===== src/verilog/rwdr_pkg.sv =====
/*
  rwdr_pkg: constants and carrier types for the rack watchdog and reset block.
  assumes a single 250 MHz clock; every time figure is turned into cycles here.
*/
package rwdr_pkg;
  // clock rate
  localparam int unsigned CLK_HZ           = 250_000_000;
  // watchdog address within each rack unit, and the mask that keeps only its in-unit low byte
  localparam logic [15:0] WATCHDOG_ADDR_LOW  = 16'h00FF;
  localparam logic [15:0] WATCHDOG_ADDR_MASK = 16'h00FF;
  // longest gap between two toggles before the relay drops, in ms
  localparam int unsigned WATCHDOG_TMO_MS    = 200;
  localparam int unsigned WATCHDOG_TMO_CYC   = (CLK_HZ / 1000) * WATCHDOG_TMO_MS;
  // longest time from reset terminal to reset, in ms (rounded down)
  localparam int unsigned RST_BOUND_MS     = 2;
  localparam int unsigned RST_BOUND_CYC    = (CLK_HZ / 1000) * RST_BOUND_MS;
  // filter length on the reset terminal, well inside the bound
  localparam int unsigned RST_FILT_CYC     = 16;
  // operating modes
  typedef enum logic [1:0] {RWDR_MODE_RUN, RWDR_MODE_HALT, RWDR_MODE_STOP, RWDR_MODE_STEP}
    rwdr_mode_e;
  // one write from the cpu onto the rack io bus
  typedef struct packed {
    logic        valid;
    logic [15:0] addr;
    logic        data;
  } rwdr_iowr_s;
  // monitored secondary rails, high while good
  typedef struct packed {
    logic p24;
    logic p5;
    logic p15;
  } rwdr_rails_s;
  // reset actions driven into the controller
  typedef struct packed {
    logic clr_outputs;
    logic clr_timers;
    logic clr_flags;
    logic clr_step;
    logic cold_start;
  } rwdr_rstact_s;
endpackage : rwdr_pkg


===== src/verilog/rwdr_top.sv =====
/*
  rwdr_top: watchdog relay, lamps and reset supervision of a rack supply module.
  assumes io writes and mode come from logic on CLK; reset terminal and rail
  levels are pins and are synchronised here.
*/
// Behaviour
// - the relay stays energised only while the watchdog address keeps being toggled fast enough.
// - a cpu fault or any mode other than run opens the relay and darkens the yellow lamp.
// - the yellow lamp is lit only while the user program is toggling the watchdog.
// - grounding the reset terminal puts the controller in reset within 2 ms in any state.
// - reset clears every digital output whatever the output-reset jumper says.
// - reset clears all timers and volatile flags.
// - the fast reset also clears the program step counter.
// - after any reset a cold start follows, never a warm restart.
// - reset is held while any monitored secondary rail is low, at switch-on and switch-off.
// - output enable is shown only while all io module supplies are present.
module rwdr_top
  import rwdr_pkg::*;
#(
  parameter int unsigned TIMEOUT_CYC = WATCHDOG_TMO_CYC,
  parameter int unsigned FILT_CYC    = RST_FILT_CYC
) (
  // clock and reset
  input  wire logic                   CLK,
  input  wire logic                   RST_N,
  // cpu side
  input  wire rwdr_pkg::rwdr_iowr_s   IO_WR,
  input  wire rwdr_pkg::rwdr_mode_e   MODE,
  input  wire logic                   CPU_FAULT,
  input  wire logic                   RESET_OUT_JUMPER,
  // pins
  input  wire logic                   RESET_TERM_N,
  input  wire rwdr_pkg::rwdr_rails_s  RAILS_OK,
  input  wire logic                   IO_SUPPLY_OK,
  // outputs
  output logic                        SUPERVISION_RELAY,
  output logic                        WATCHDOG_LAMP,
  output logic                        OUT_ENABLE_LAMP,
  output logic                        CTRL_RESET,
  output rwdr_pkg::rwdr_rstact_s      RST_ACT
);
  import rwdr_pkg::*;

  localparam int unsigned TW = $clog2(TIMEOUT_CYC + 1);
  localparam int unsigned FW = $clog2(FILT_CYC + 1);

  // refuse counts that the counters cannot serve or that break the reset bound
  if (TIMEOUT_CYC < 2) begin : g_bad_timeout
    $error("rwdr_top: TIMEOUT_CYC too small");
  end
  if (FILT_CYC < 1 || FILT_CYC + 4 > RST_BOUND_CYC) begin : g_bad_filter
    $error("rwdr_top: FILT_CYC bad");
  end

  // pin levels through two flops
  logic [4:0] pins_s;
  rwdr_sync #(.W(5), .RST_VAL(5'h00)) u_sync (
    .clk   (CLK),
    .rst_n (RST_N),
    .d     ({~RESET_TERM_N, RAILS_OK.p24, RAILS_OK.p5, RAILS_OK.p15, IO_SUPPLY_OK}),
    .q     (pins_s)
  );
  wire term_low_s = pins_s[4];
  wire rails_good = &pins_s[3:1];
  wire io_sup_s   = pins_s[0];

  // reset terminal filter: a short glitch does not reset, a held low does
  logic [FW-1:0] filt_cnt_r;
  logic [FW-1:0] filt_cnt_nxt;
  wire filt_full = (filt_cnt_r == FW'(FILT_CYC));
  assign filt_cnt_nxt = !term_low_s ? '0 : (filt_full ? filt_cnt_r : filt_cnt_r + 1'b1);
  always_ff @(posedge CLK) begin
    if (!RST_N) filt_cnt_r <= '0;
    else        filt_cnt_r <= filt_cnt_nxt;
  end

  // reset request: terminal held or any rail low
  wire rst_req = filt_full | !rails_good;

  // separate count of how long the terminal has read low, kept apart from the
  // filter so the bound check does not lean on the logic that it judges
  localparam int unsigned HW = $clog2(FILT_CYC + 2);
  logic [HW-1:0] low_run_r;
  logic [HW-1:0] low_run_nxt;
  wire           low_run_top = (low_run_r == HW'(FILT_CYC + 1));
  assign low_run_nxt = !term_low_s ? '0 : (low_run_top ? low_run_r : low_run_r + 1'b1);
  always_ff @(posedge CLK) begin
    if (!RST_N) low_run_r <= '0;
    else        low_run_r <= low_run_nxt;
  end

  // watchdog address decode in any rack unit
  wire sup_addr_hit = IO_WR.valid && ((IO_WR.addr & WATCHDOG_ADDR_MASK) == WATCHDOG_ADDR_LOW);
  logic last_bit_r;
  wire  toggle = sup_addr_hit && (IO_WR.data != last_bit_r);
  wire  run_ok = (MODE == RWDR_MODE_RUN) && !CPU_FAULT && !CTRL_RESET;

  // retriggerable timeout counter, zero means expired
  logic [TW-1:0] tmo_r;
  logic [TW-1:0] tmo_nxt;
  assign tmo_nxt = (!run_ok) ? '0 :
                   toggle ? TW'(TIMEOUT_CYC) :
                   (tmo_r != '0) ? tmo_r - 1'b1 : '0;
  always_ff @(posedge CLK) begin
    if (!RST_N) begin
      tmo_r      <= '0;
      last_bit_r <= 1'b0;
    end else begin
      tmo_r      <= tmo_nxt;
      if (sup_addr_hit) last_bit_r <= IO_WR.data;
    end
  end

  // relay and lamp follow the live timeout; lamp shares the relay drive
  wire relay_nxt = run_ok && (tmo_nxt != '0);

  // relay and lamp drive; one source so the contact and the lamp can never disagree
  always_ff @(posedge CLK) begin
    if (!RST_N) begin
      SUPERVISION_RELAY <= 1'b0;
      WATCHDOG_LAMP     <= 1'b0;
    end else begin
      SUPERVISION_RELAY <= relay_nxt;
      WATCHDOG_LAMP     <= relay_nxt;
    end
  end

  // output enable lamp; a low rail also counts as a missing io supply
  always_ff @(posedge CLK) begin
    if (!RST_N) OUT_ENABLE_LAMP <= 1'b0;
    else        OUT_ENABLE_LAMP <= io_sup_s && rails_good;
  end

  // controller reset level, plus a delayed copy to find its release edge
  logic ctrl_reset_d_r;
  always_ff @(posedge CLK) begin
    if (!RST_N) begin
      CTRL_RESET     <= 1'b1;
      ctrl_reset_d_r <= 1'b1;
    end else begin
      CTRL_RESET     <= rst_req;
      ctrl_reset_d_r <= CTRL_RESET;
    end
  end

  // clear strobes follow the request level; cold start marks the release only,
  // so there is no path to a warm restart at all
  // the output-reset jumper is left out of every clear term on purpose
  rwdr_rstact_s rst_act_nxt;
  wire          cold_nxt = ctrl_reset_d_r && !CTRL_RESET;
  assign rst_act_nxt = '{clr_outputs: rst_req,
                         clr_timers:  rst_req,
                         clr_flags:   rst_req,
                         clr_step:    rst_req,
                         cold_start:  cold_nxt};
  always_ff @(posedge CLK) begin
    if (!RST_N) RST_ACT <= '{default: 1'b1};
    else        RST_ACT <= rst_act_nxt;
  end

  // watchdog relay and lamp
  chk_relay_needs_run: assert property (@(posedge CLK) disable iff (!RST_N)
    (MODE != RWDR_MODE_RUN || CPU_FAULT) |=> !SUPERVISION_RELAY)
    else $error("relay closed outside run");
  chk_reset_opens_relay: assert property (@(posedge CLK) disable iff (!RST_N)
    CTRL_RESET |=> !SUPERVISION_RELAY)
    else $error("relay closed during reset");
  chk_lamp_tracks_relay: assert property (@(posedge CLK) disable iff (!RST_N)
    WATCHDOG_LAMP == SUPERVISION_RELAY)
    else $error("lamp and relay differ");
  chk_lamp_needs_toggle: assert property (@(posedge CLK) disable iff (!RST_N)
    (tmo_r == '0 && !toggle) |=> !WATCHDOG_LAMP)
    else $error("lamp lit with no toggle running");
  chk_toggle_closes: assert property (@(posedge CLK) disable iff (!RST_N)
    (toggle && run_ok && MODE == RWDR_MODE_RUN && !CPU_FAULT) |=> SUPERVISION_RELAY)
    else $error("toggle did not close relay");
  chk_timeout_drop: assert property (@(posedge CLK) disable iff (!RST_N)
    (tmo_r == TW'(1) && !toggle) |=> !SUPERVISION_RELAY)
    else $error("relay held after timeout");

  // reset supervision
  chk_reset_bound: assert property (@(posedge CLK) disable iff (!RST_N)
    low_run_top |-> CTRL_RESET)
    else $error("reset terminal not honoured");
  chk_rail_reset: assert property (@(posedge CLK) disable iff (!RST_N)
    !rails_good |=> CTRL_RESET && RST_ACT.clr_outputs && RST_ACT.clr_step)
    else $error("rail low without reset");
  chk_clear_all: assert property (@(posedge CLK) disable iff (!RST_N)
    CTRL_RESET |-> RST_ACT.clr_timers && RST_ACT.clr_flags)
    else $error("timers or flags not cleared");
  chk_jumper_ignored: assert property (@(posedge CLK) disable iff (!RST_N)
    (rst_req && RESET_OUT_JUMPER) |=> RST_ACT.clr_outputs)
    else $error("jumper kept outputs in reset");
  chk_term_clears_step: assert property (@(posedge CLK) disable iff (!RST_N)
    filt_full |=> RST_ACT.clr_step && RST_ACT.clr_outputs)
    else $error("terminal reset kept the step counter");
  chk_cold_start: assert property (@(posedge CLK) disable iff (!RST_N)
    $fell(CTRL_RESET) |=> RST_ACT.cold_start ##1 !RST_ACT.cold_start)
    else $error("no cold start pulse");
  chk_release_clear: assert property (@(posedge CLK) disable iff (!RST_N)
    $fell(CTRL_RESET) |-> !RST_ACT.clr_outputs && !RST_ACT.clr_timers && !RST_ACT.clr_step)
    else $error("clear strobes outlive reset");

  // output enable lamp
  chk_out_enable: assert property (@(posedge CLK) disable iff (!RST_N)
    !io_sup_s |=> !OUT_ENABLE_LAMP)
    else $error("output enable without supply");
  chk_oe_needs_rails: assert property (@(posedge CLK) disable iff (!RST_N)
    !rails_good |=> !OUT_ENABLE_LAMP)
    else $error("output enable with a rail low");
  chk_oe_with_supply: assert property (@(posedge CLK) disable iff (!RST_N)
    (io_sup_s && rails_good) |=> OUT_ENABLE_LAMP)
    else $error("output enable dark with supplies");

  // main scenarios
  cov_relay_on: cover property (@(posedge CLK) disable iff (!RST_N) $rose(SUPERVISION_RELAY));
  cov_relay_timeout: cover property (@(posedge CLK) disable iff (!RST_N)
    $fell(SUPERVISION_RELAY) && MODE == RWDR_MODE_RUN);
  cov_term_reset: cover property (@(posedge CLK) disable iff (!RST_N) filt_full);
  cov_cold: cover property (@(posedge CLK) disable iff (!RST_N) RST_ACT.cold_start);
  cov_jumper_reset: cover property (@(posedge CLK) disable iff (!RST_N) RESET_OUT_JUMPER && CTRL_RESET);
endmodule // rwdr_top


===== src/verilog/rwdr_sync.sv =====
/*
  rwdr_sync: two flip-flop synchroniser for a vector of pin levels.
  assumes the inputs are asynchronous levels; reset value is a parameter.
*/
module rwdr_sync #(
  parameter int unsigned W         = 1,
  parameter logic [W-1:0] RST_VAL  = '0
) (
  // clock and reset
  input  wire logic         clk,
  input  wire logic         rst_n,
  // levels
  input  wire logic [W-1:0] d,
  output logic      [W-1:0] q
);
  logic [W-1:0] meta_r;

  // a zero-wide vector has nothing to carry
  if (W < 1) begin : g_bad_width
    $error("rwdr_sync: W must be at least 1");
  end

  // the first stage is read by the second stage only
  always_ff @(posedge clk) begin
    if (!rst_n) begin
      meta_r <= RST_VAL;
      q      <= RST_VAL;
    end else begin
      meta_r <= d;
      q      <= meta_r;
    end
  end
endmodule // rwdr_sync


===== config.mk =====
export PLATFORM = sky130hd
export DESIGN_NAME = rwdr_top
export DESIGN_NICKNAME = d
export VERILOG_FILES = /design/src/verilog/rwdr_pkg.sv /design/src/verilog/rwdr_top.sv /design/src/verilog/rwdr_sync.sv
export SDC_FILE = /design/constraint.sdc
export NUM_CORES = 1
export LEC_CHECK = 0
export ABC_AREA = 1
export ABC_CLOCK_PERIOD_IN_PS = 1900
export BUFFER_PORTS_ARGS = -buffer_cell sky130_fd_sc_hd__buf_2
export CORE_AREA = 2 2 54 94
export DETAILED_ROUTE_END_ITERATION = 12
export DIE_AREA = 0 0 56 96
export PLACE_DENSITY = 0.85
export SLEW_MARGIN = 20
export SYNTH_ARGS = -nofsm -noshare
export SYNTH_HDL_FRONTEND = slang
export SYNTH_SLANG_ARGS = --single-unit

===== constraint.sdc =====
create_clock -name CLK -period 1.9 [get_ports CLK]
set_input_delay 0.095 -clock CLK [delete_from_list [all_inputs] [get_ports CLK]]
set_output_delay 0.095 -clock CLK [all_outputs]
set_load 0.02 [all_outputs]

# Word-level counts from Yosys, hierarchy flattened
# Index checks and enable logic that the tools add are counted.
totals:
  register_bits: 47
  inputBits: 29
  output_inout_bits: 9
  word_cells: 35
op_classes:
  n_addsub: 2
  eq_ne: 3
  muxes: 3
  bitwise: 2
  reduce_logical: 15
op_table:
  columns: ["operator", "n"]
  rows:
  - ["26-bit two-way mux", 3]
  - ["26-bit nonzero test", 2]
  - ["26-bit by 1-bit subtractor with 26-bit output (second input constant)", 1]
  - ["8-bit equality test (second input constant)", 1]
  - ["1-bit logical AND", 7]
  - ["5-bit by 1-bit adder with 5-bit output (second input constant)", 1]
  - ["5-bit equality test (second input constant)", 1]
  - ["1-bit logical NOT", 3]
  - ["3-bit AND reduction", 1]
  - ["2-bit logical NOT", 1]
  - ["2-bit AND reduction", 1]
  - ["1-bit inequality test", 1]
  - ["1-bit inverter", 1]
  - ["1-bit OR", 1]

# Depth between registers and ports, before layout
# Gate-level depths: netlist of run 1.
logic_depth:
  word_depth: 7
  depth_mapped: 14
  ltp_nobuf: 14

# Modules after synthesis
# Synthesis of run 1 repeated with hierarchy kept, for this count alone.
unflattened:
  cells_unflattened: 378
  hier_area_um2: 2567.5
modules_own_cells:
  columns: ["module", "n_inst", "cells_per_inst", "area_per_inst_um2", "seq_area_each_um2"]
  rows:
  - ["rwdr_top", 1, 347, 2280.9, 740.7]
  - ["rwdr_sync", 1, 31, 286.5, 200.2]

# Worst setup path after synthesis of run 1
# Ideal clock, no wire load.
synth_timing:
  path_type: "flip-flop to flip-flop"
  startpoint: "register tmo_r[0]"
  endpoint: "register WATCHDOG_LAMP"
  setup_ns: 0.117
  t_arrival_ns: 1.569
  required_ns: 1.783
  path_slack_ns: 0.214
  path_stages_with_launch: 15
  n_path_buf: 1
  synth_period_minus_slack_ns: 1.686
  cell_sequence: "dfxtp_1 > inv_1 > ha_1 > nand2_2 > nor2_8 > nand2_4 > clkinv_2 > nand2_2 > buf_6 > nand4_1 > nand2_1 > nor2_1 > nand2_1 > nor2_1 > a21oi_1"
synth_via:
  elab_chain_cells: 6
  elab_cells_between_ends: 7
  classes_between: "add/sub: 1; mux: 3; reduce/logical: 3"
synth_rtl:
  columns: ["element", "line", "text"]
  rows:
  - ["start: declaration", "rwdr_top.sv:99", "logic [TW-1:0] tmo_r;"]
  - ["start signal: assignment", "rwdr_top.sv:109", "tmo_r <= tmo_nxt;"]
  - ["26-bit by 1-bit subtractor with 26-bit output or 26-bit nonzero test (tied branches)", "rwdr_top.sv:103", "(tmo_r != '0) ? tmo_r - 1'b1 : '0;"]
  - ["26-bit two-way mux *", "rwdr_top.sv:103", null]
  - ["26-bit two-way mux *", "rwdr_top.sv:102", "toggle ? TW'(TIMEOUT_CYC) :"]
  - ["26-bit two-way mux *", "rwdr_top.sv:101", "assign tmo_nxt = (!run_ok) ? '0 :"]
  - ["26-bit nonzero test *", "rwdr_top.sv:115", "wire relay_nxt = run_ok && (tmo_nxt != '0);"]
  - ["1-bit logical AND *", "rwdr_top.sv:115", null]
  - ["end signal: assignment", "rwdr_top.sv:124", "WATCHDOG_LAMP <= relay_nxt;"]
  - ["end: declaration", "rwdr_top.sv:37", "output logic WATCHDOG_LAMP,"]
# Mark *: on every way between the ends. The rest lies on a longest branch, timed or not.
# A chain may end at the register's enable or synchronous reset.

# Worst setup path after layout of run 1
layout_timing:
  startpoint: "register tmo_r[6]"
  endpoint: "register WATCHDOG_LAMP"
# The elaborated chain is that of the path after synthesis.

==> results of run 1 <==
-- power by group through the flow --
stage,combinational [uW],sequential (uW),clock (uW)
detailed placement,53.7,1020,0
finish,70.1,998,766
floorplan,22.3,1020,0
global route,74.0,999,800
CTS,61.6,999,764
global placement,50.7,1020,0
-- repair_timing --
item,4_1_cts,5_1_grt
resized for setup,4,56
setup buffers,0,6
hold buffers,5,0
pin swaps,1,22
hold endpoints to repair,5,0
setup endpoints to repair,1,1
-- metal layers --
layer  GRT usage, %  vias up  share of wire (%)
met4           21.8        0                9.1
met5              0        -                  0
met2           57.5      218                 51
met3           4.57       86                8.5
met1           24.3     1346                 32
li1               -     1328                  -
-- stage by stage --
step	utilization [%]	setup TNS, ns	worst slack (ns)
floorplan	-	0	0.214
global placement	62.1	0	0.0387
detailed placement	62.1	-0.0317	-0.0317
CTS	66.0	0	0.00838
global route	70.9	-0.225	-0.225
finish	70.9	-0.144	-0.144
-- sequential cells by signal, indices dropped and copies added (netlist names) --
register / cells
OUT_ENABLE_LAMP: 1
u_sync.meta_r: 5
WATCHDOG_LAMP: 1
filt_cnt_r: 5
ctrl_reset_d_r: 1
RST_ACT: 2
tmo_r: 26
last_bit_r: 1
u_sync.q: 5
-- area by class of cell --
cell class                 instances  share of cell area (%)
tap                               52                    1.98
inverter                          58                    6.72
sequential                        47                    29.1
clock inverter                     3                    1.41
timing repair buffer              61                    12.3
multi-input combinational        276                    46.4
clock buffer                       5                    2.10
-- logic make-up after synthesis --
family                   count (synthesis)  share of synthesized area [%]
AO/OA/AOI/OAI                           19                           4.05
XOR/XNOR                                 5                           1.71
adder cells (fa/ha/maj)                  3                           1.46
buffers and inverters                   68                           11.1
flip-flops                              47                           36.7
AND/OR/NAND/NOR                        249                           45.0
-- placed cells by master (no fill, tap or decap), drive strengths merged, types with 2 or more instances in the layout --
master,count
xor2,3
a21oi,12
nor2,85
nand3,35
buf,56
dlygate4sd3,5
dfxtp,47
nor3,4
nand4,14
xnor2,2
ha,3
nand2,106
or2,3
clkinv,2
clkbuf,5
inv,57
o21ai,5
-- Yosys cell counts (4+ instances only) --
cell | instances | area, um^2
nor2_4 | 4 | 45.0
nand3_1 | 31 | 155
o21ai_0 | 4 | 20.0
nor3_1 | 4 | 20.0
buf_4 | 5 | 37.5
nor2_1 | 76 | 285
nand2_2 | 6 | 37.5
a21oi_1 | 11 | 55.1
nand4_1 | 14 | 87.6
inv_1 | 53 | 199
dfxtp_1 | 47 | 941
nand2_1 | 99 | 372
nor2_2 | 4 | 25.0
-- final timing paths --
path	to	slack, ns	cells past startpoint
worst max-delay path	WATCHDOG_LAMP$_SDFF_PN0_	-0.14	12
worst min-delay path	ctrl_reset_d_r$_SDFF_PN1_	0.11	2
worst max register to register	WATCHDOG_LAMP$_SDFF_PN0_	-0.14	12
worst min register to register	u_sync.q[0]$_SDFF_PN0_	0.43	2
-- critical path, delay by kind of cell (launching register included) --
kind | cells | cell delay (ns)
buf+inv | 1 | 0.10
simple gates | 10 | 1.37
compound gates | 1 | 0.07
flops | 1 | 0.38
==> impl_metrics.yaml, run 1 <==
detailed_routing:
  postRouteAntennaNets: 0
  num_vias: 2978
  drc: 0
  wl_mm: 8.62
  via_per_inst: 5.93
  drt_iter0_drc: 207
  dr.pass1.iters: 5
  wl_per_cell_um: 17.2
floorplan:
  ios: 38
  rows: 33
  core_area_um2: 4620
  die_y_um: 96
  die_w_um: 56
  dieArea_um2: 5380
  start_util_pct: 55.5
global_routing:
  grt_pass1_wl_mm: 11.9
  track_usage_pct: 28.7
  globalRouteOverflowTotal: 0
  grt_max_degree: 17
  grt_pass1_vias: 2759
  antenna_found_initial: 0
logic_synthesis:
  yosysUniqueCellTypes: 33
  seq_area_frac_synth_pct: 36.7
  synth_cells: 391
  synth_async_sr_flop_share_pct: 0
  synth_edf_count: 0
  synth_fp_nets: 423
  ys_warn_count: 0
  synth.avg_cell_area_um2: 6.56
  synth_seq_cells: 47
  synth_ff_type: "dfxtp_1"
  syn_area_um2: 2560
power:
  p_clk_share_pct: 41.8
  swShare_pct: 22.6
  power_frac_seq_pct: 54.4
  p_leak_uw: 0.00170
  combPwrFrac_pct: 3.8
  peakVddDrop_uv: 622
  power_switching_uw: 414
  total_power_uw: 1830
  internal_power_uw: 1420
  powerDensity_nw_per_um2: 559
sta:
  period_minus_slack_ns: 2.04
  skew_ns: 0.00419
  period_share_pct: 108
  slew_violations: 0
  whs_ns: 0.110
  slew_headroom_pct: 61.7
  fmax_ghz: 0.489
  grt_setup_unrepaired: "yes"
  setup_viol_count_final: 1
  tightestPinTransition_ns: 0.570
  hold_viol: 0
  fin_ws_ns: -0.144
outcome:
  status: "finished with violations"
  violations: "setup timing"
worst_hold_path:
  hold_path.class: "in2reg"
  min-delay-start: "RST_N"
clock_network:
  clockBufferDepth: 2
  clkSlewWorstSetupHoldPaths_ns: 0.09
  htreeDepth: 2
  worstSkewPairLatency_ns: 0.31
  numClockSinks: 47
  cts_inserted_buffers: 5
  cts-root-buf: "clkbuf_8"
  cts_tree: "yes"
place:
  place_inst: 483
  port_buffers: 28
  place_area_um2: 2870
  place_hpwl_mm: 4.95
  place.gp.congestion: 0.956
setup_path:
  cp-startpoint: "tmo_r[6]$_SDFF_PN0_"
  crit_required_ns: 2.08
  critPathArrivalTime_ns: 2.23
  path_max_fanout: 6
  startpoint_type: "flip-flop"
  critPathMaxStageDelay_ns: 0.38
  rr_startpoint: "tmo_r[6]$_SDFF_PN0_"
  crit_path_end_kind: "flip-flop"
  worstSetupPathType: "reg2reg"
  cpMaxStageDelayCell: "dfxtp_1"
  worstPathCellList: "nor2_2 > nand2_1 > nor2_2 > nand3_1 > nand2_1 > nor2_1 > nor2_1 > nand2_1 > inv_1 > nand3_1 > nor2_2 > a21oi_2"
final_layout:
  final_area_um2: 3280
  num-fill-cells: 321
  fin_nets: 481
  final_layout_size_suffix_gt1_share_pct: 30.7
  final_cells: 502
  area_growth_pct: 27.8
  register_area_um2: 953
  multi_input_area_um2: 1520
  n_antenna_cell: 0
run:
  cap_violations: 0
Power figures use the tool's default switching activity.
==> run 2: changes to the inputs <==
PLACE_DENSITY = 0.82   (was 0.85)
==> run 2 against run 1 <==
Effect of this change:
- critical path depth increased by 1
- maximum frequency up 9.7%
- count of clock-buffer cells in the layout did not move
- the run ends with hold timing left
- utilization is 1.7 points lower
- clock skew is 0.0012 ns lower
- routed wire length decreased by 21%
- sequential cell count unchanged
- clock power fell by 2%
- sequential share of layout area up 0.43 points
==> impl_metrics.yaml, run 2 (synthesis gave the netlist of run 1 again) <==
outcome:
  status: "finished with violations"
  violations: "hold timing"
final_layout:
  num-fill-cells: 353
  fin_util_pct: 69.2
  largest_register_ff_count: 26
  n_antenna_cell: 0
  layout_commonest_cell: "nand2_1"
  final_layout_size_suffix_gt1_share_pct: 27.2
  multi_input_area_um2: 1460
  register_area_um2: 945
  regMostFlops: "tmo_r"
  mostFrequentLayoutCells: "nand2_1 (96), nor2_1 (62), inv_1 (51)"
  fin_nets: 479
  area_growth_pct: 24.8
sta:
  setup_viol_count_final: 0
  tightestPinTransition_ns: 0.540
  fmax_ghz: 0.537
  slew_violations: 0
  grt_setup_unrepaired: "yes"
  whs_ns: -0.00268
  slew_headroom_pct: 63.7
  fin_ws_ns: 0.0366
  period_minus_slack_ns: 1.86
  period_share_pct: 98.1
  skew_ns: 0.00302
  hold_viol: 1
setup_path:
  worstReg2RegEnd: "WATCHDOG_LAMP$_SDFF_PN0_"
  critPathCapture: "WATCHDOG_LAMP$_SDFF_PN0_"
  cpMaxStageDelayCell: "dfxtp_1"
  crit_path_end_kind: "flip-flop"
  worstPathCellList: "nor2_4 > nand2_2 > nor2_4 > nand2_4 > nor2_4 > nand3_4 > buf_6 > nand3_1 > nand2_1 > nor2_1 > nand2_1 > nor2_1 > a21oi_1"
  path_max_fanout: 8
  crit_top_cell: "nor2_4"
  critPathArrivalTime_ns: 2.03
  critPathMaxStageDelay_ns: 0.38
  startpoint_type: "flip-flop"
  reg2reg_depth: 13
  worstSetupPathType: "reg2reg"
  cp-startpoint: "tmo_r[8]$_SDFF_PN0_"
  r2r_setup_slack_ns: 0.04
  rr_startpoint: "tmo_r[8]$_SDFF_PN0_"
  crit_required_ns: 2.07
clock_network:
  cts-root-buf: "clkbuf_8"
  numClockSinks: 47
  clkSlewWorstSetupHoldPaths_ns: 0.09
  clockBufferDepth: 2
  cts_tree: "yes"
  htreeDepth: 2
  cts_inserted_buffers: 5
  worstSkewPairLatency_ns: 0.30
place:
  place_hpwl_mm: 5.03
  port_buffers: 28
  place_ws_ns: -0.00987
  place.gp.congestion: 0.942
detailed_routing:
  postRouteAntennaNets: 0
  drt_iter0_drc: 117
  num_vias: 2674
  via_per_inst: 5.35
  wl_per_cell_um: 13.7
  dr.pass1.iters: 4
  wl_met3_um: 319
  wl_mm: 6.84
  routed.top_layer: "met4"
  met1_length_mm: 2.29
  drc: 0
  wl_met2_mm: 3.84
floorplan:
  dieArea_um2: 5380
  die_y_um: 96
  start_util_pct: 55.5
  die_w_um: 56
  ios: 38
  rows: 33
  core_area_um2: 4620
global_routing:
  grt_max_degree: 17
  track_usage_pct: 26.0
  grt_pass1_wl_mm: 10.8
  globalRouteOverflowTotal: 0
  grt_pass1_vias: 2537
  antenna_found_initial: 0
power:
  swShare_pct: 21.4
  combPwrFrac_pct: 3.3
  internal_power_uw: 1420
  peakVddDrop_uv: 930
  p_clk_share_pct: 41.4
  power_switching_uw: 386
  power_frac_seq_pct: 55.3
  p_leak_uw: 0.00166
  total_power_uw: 1810
  powerDensity_nw_per_um2: 564
worst_hold_path:
  hold_path.class: "in2reg"
run:
  cap_violations: 0
run 2: cell type report:
cell class	instances	share of cell area (%)
inverter	58	6.88
clock buffer	5	2.15
clock inverter	3	1.45
timing repair buffer	59	12.5
tap	52	2.03
sequential	47	29.5
multi-input combinational	276	45.5
run 2: metrics by stage:
stage	hold WS (ns)	TNS (ns)	instances	cell area [um^2]
detailed placement	0.256	-0.00987	483	2880
global placement	0.256	0	483	2880
global route	0.00524	-0.152	500	3200
finish	-0.00268	0	500	3200
CTS	0.000999	0	495	3070
floorplan	0.167	0	391	2560
run 2: worst min-delay path by stage:
stage,slack [ns],cells after the start,startpoint,end
finish,-0.003,3,IO_SUPPLY_OK,u_sync.meta_r[0]$_SDFF_PN0_
global route,0.005,3,IO_SUPPLY_OK,u_sync.meta_r[0]$_SDFF_PN0_
CTS,0.001,3,IO_SUPPLY_OK,u_sync.meta_r[0]$_SDFF_PN0_
detailed placement,0.26,2,RESET_TERM_N,u_sync.meta_r[4]$_SDFF_PN0_
global placement,0.26,2,RESET_TERM_N,u_sync.meta_r[4]$_SDFF_PN0_
floorplan,0.17,1,RESET_TERM_N,u_sync.meta_r[4]$_SDFF_PN0_
run 2: repair_timing:
action / in CTS / in global routing
setup endpoints to repair: 1 / 1
pin swaps: 1 / 13
resized for setup: 8 / 30
hold buffers: 4 / 0
endpoints found under the hold margin: 4 / 0
buffers inserted: 0 / 5
run 2: critical path: cells and delay by family (launching register included):
family,cells,cell delay (ns)
compound gates,1,0.08
buf+inv,1,0.16
simple gates,11,1.11
flops,1,0.38
run 2: per-layer routing:
metal | global-route usage [%] | vias up
met3 | 2.69 | 36
met5 | 0 | -
li1 | - | 1316
met4 | 16.3 | 0
met2 | 54.2 | 113
met1 | 22.7 | 1209
run 2: power by group through the flow:
stage | clock network (uW) | logic, uW | registers [uW]
global placement | 0 | 50.9 | 1020
floorplan | 0 | 22.3 | 1020
detailed placement | 0 | 52.8 | 1020
global route | 786 | 66.8 | 1000
finish | 747 | 59.4 | 999
CTS | 756 | 59.1 | 999
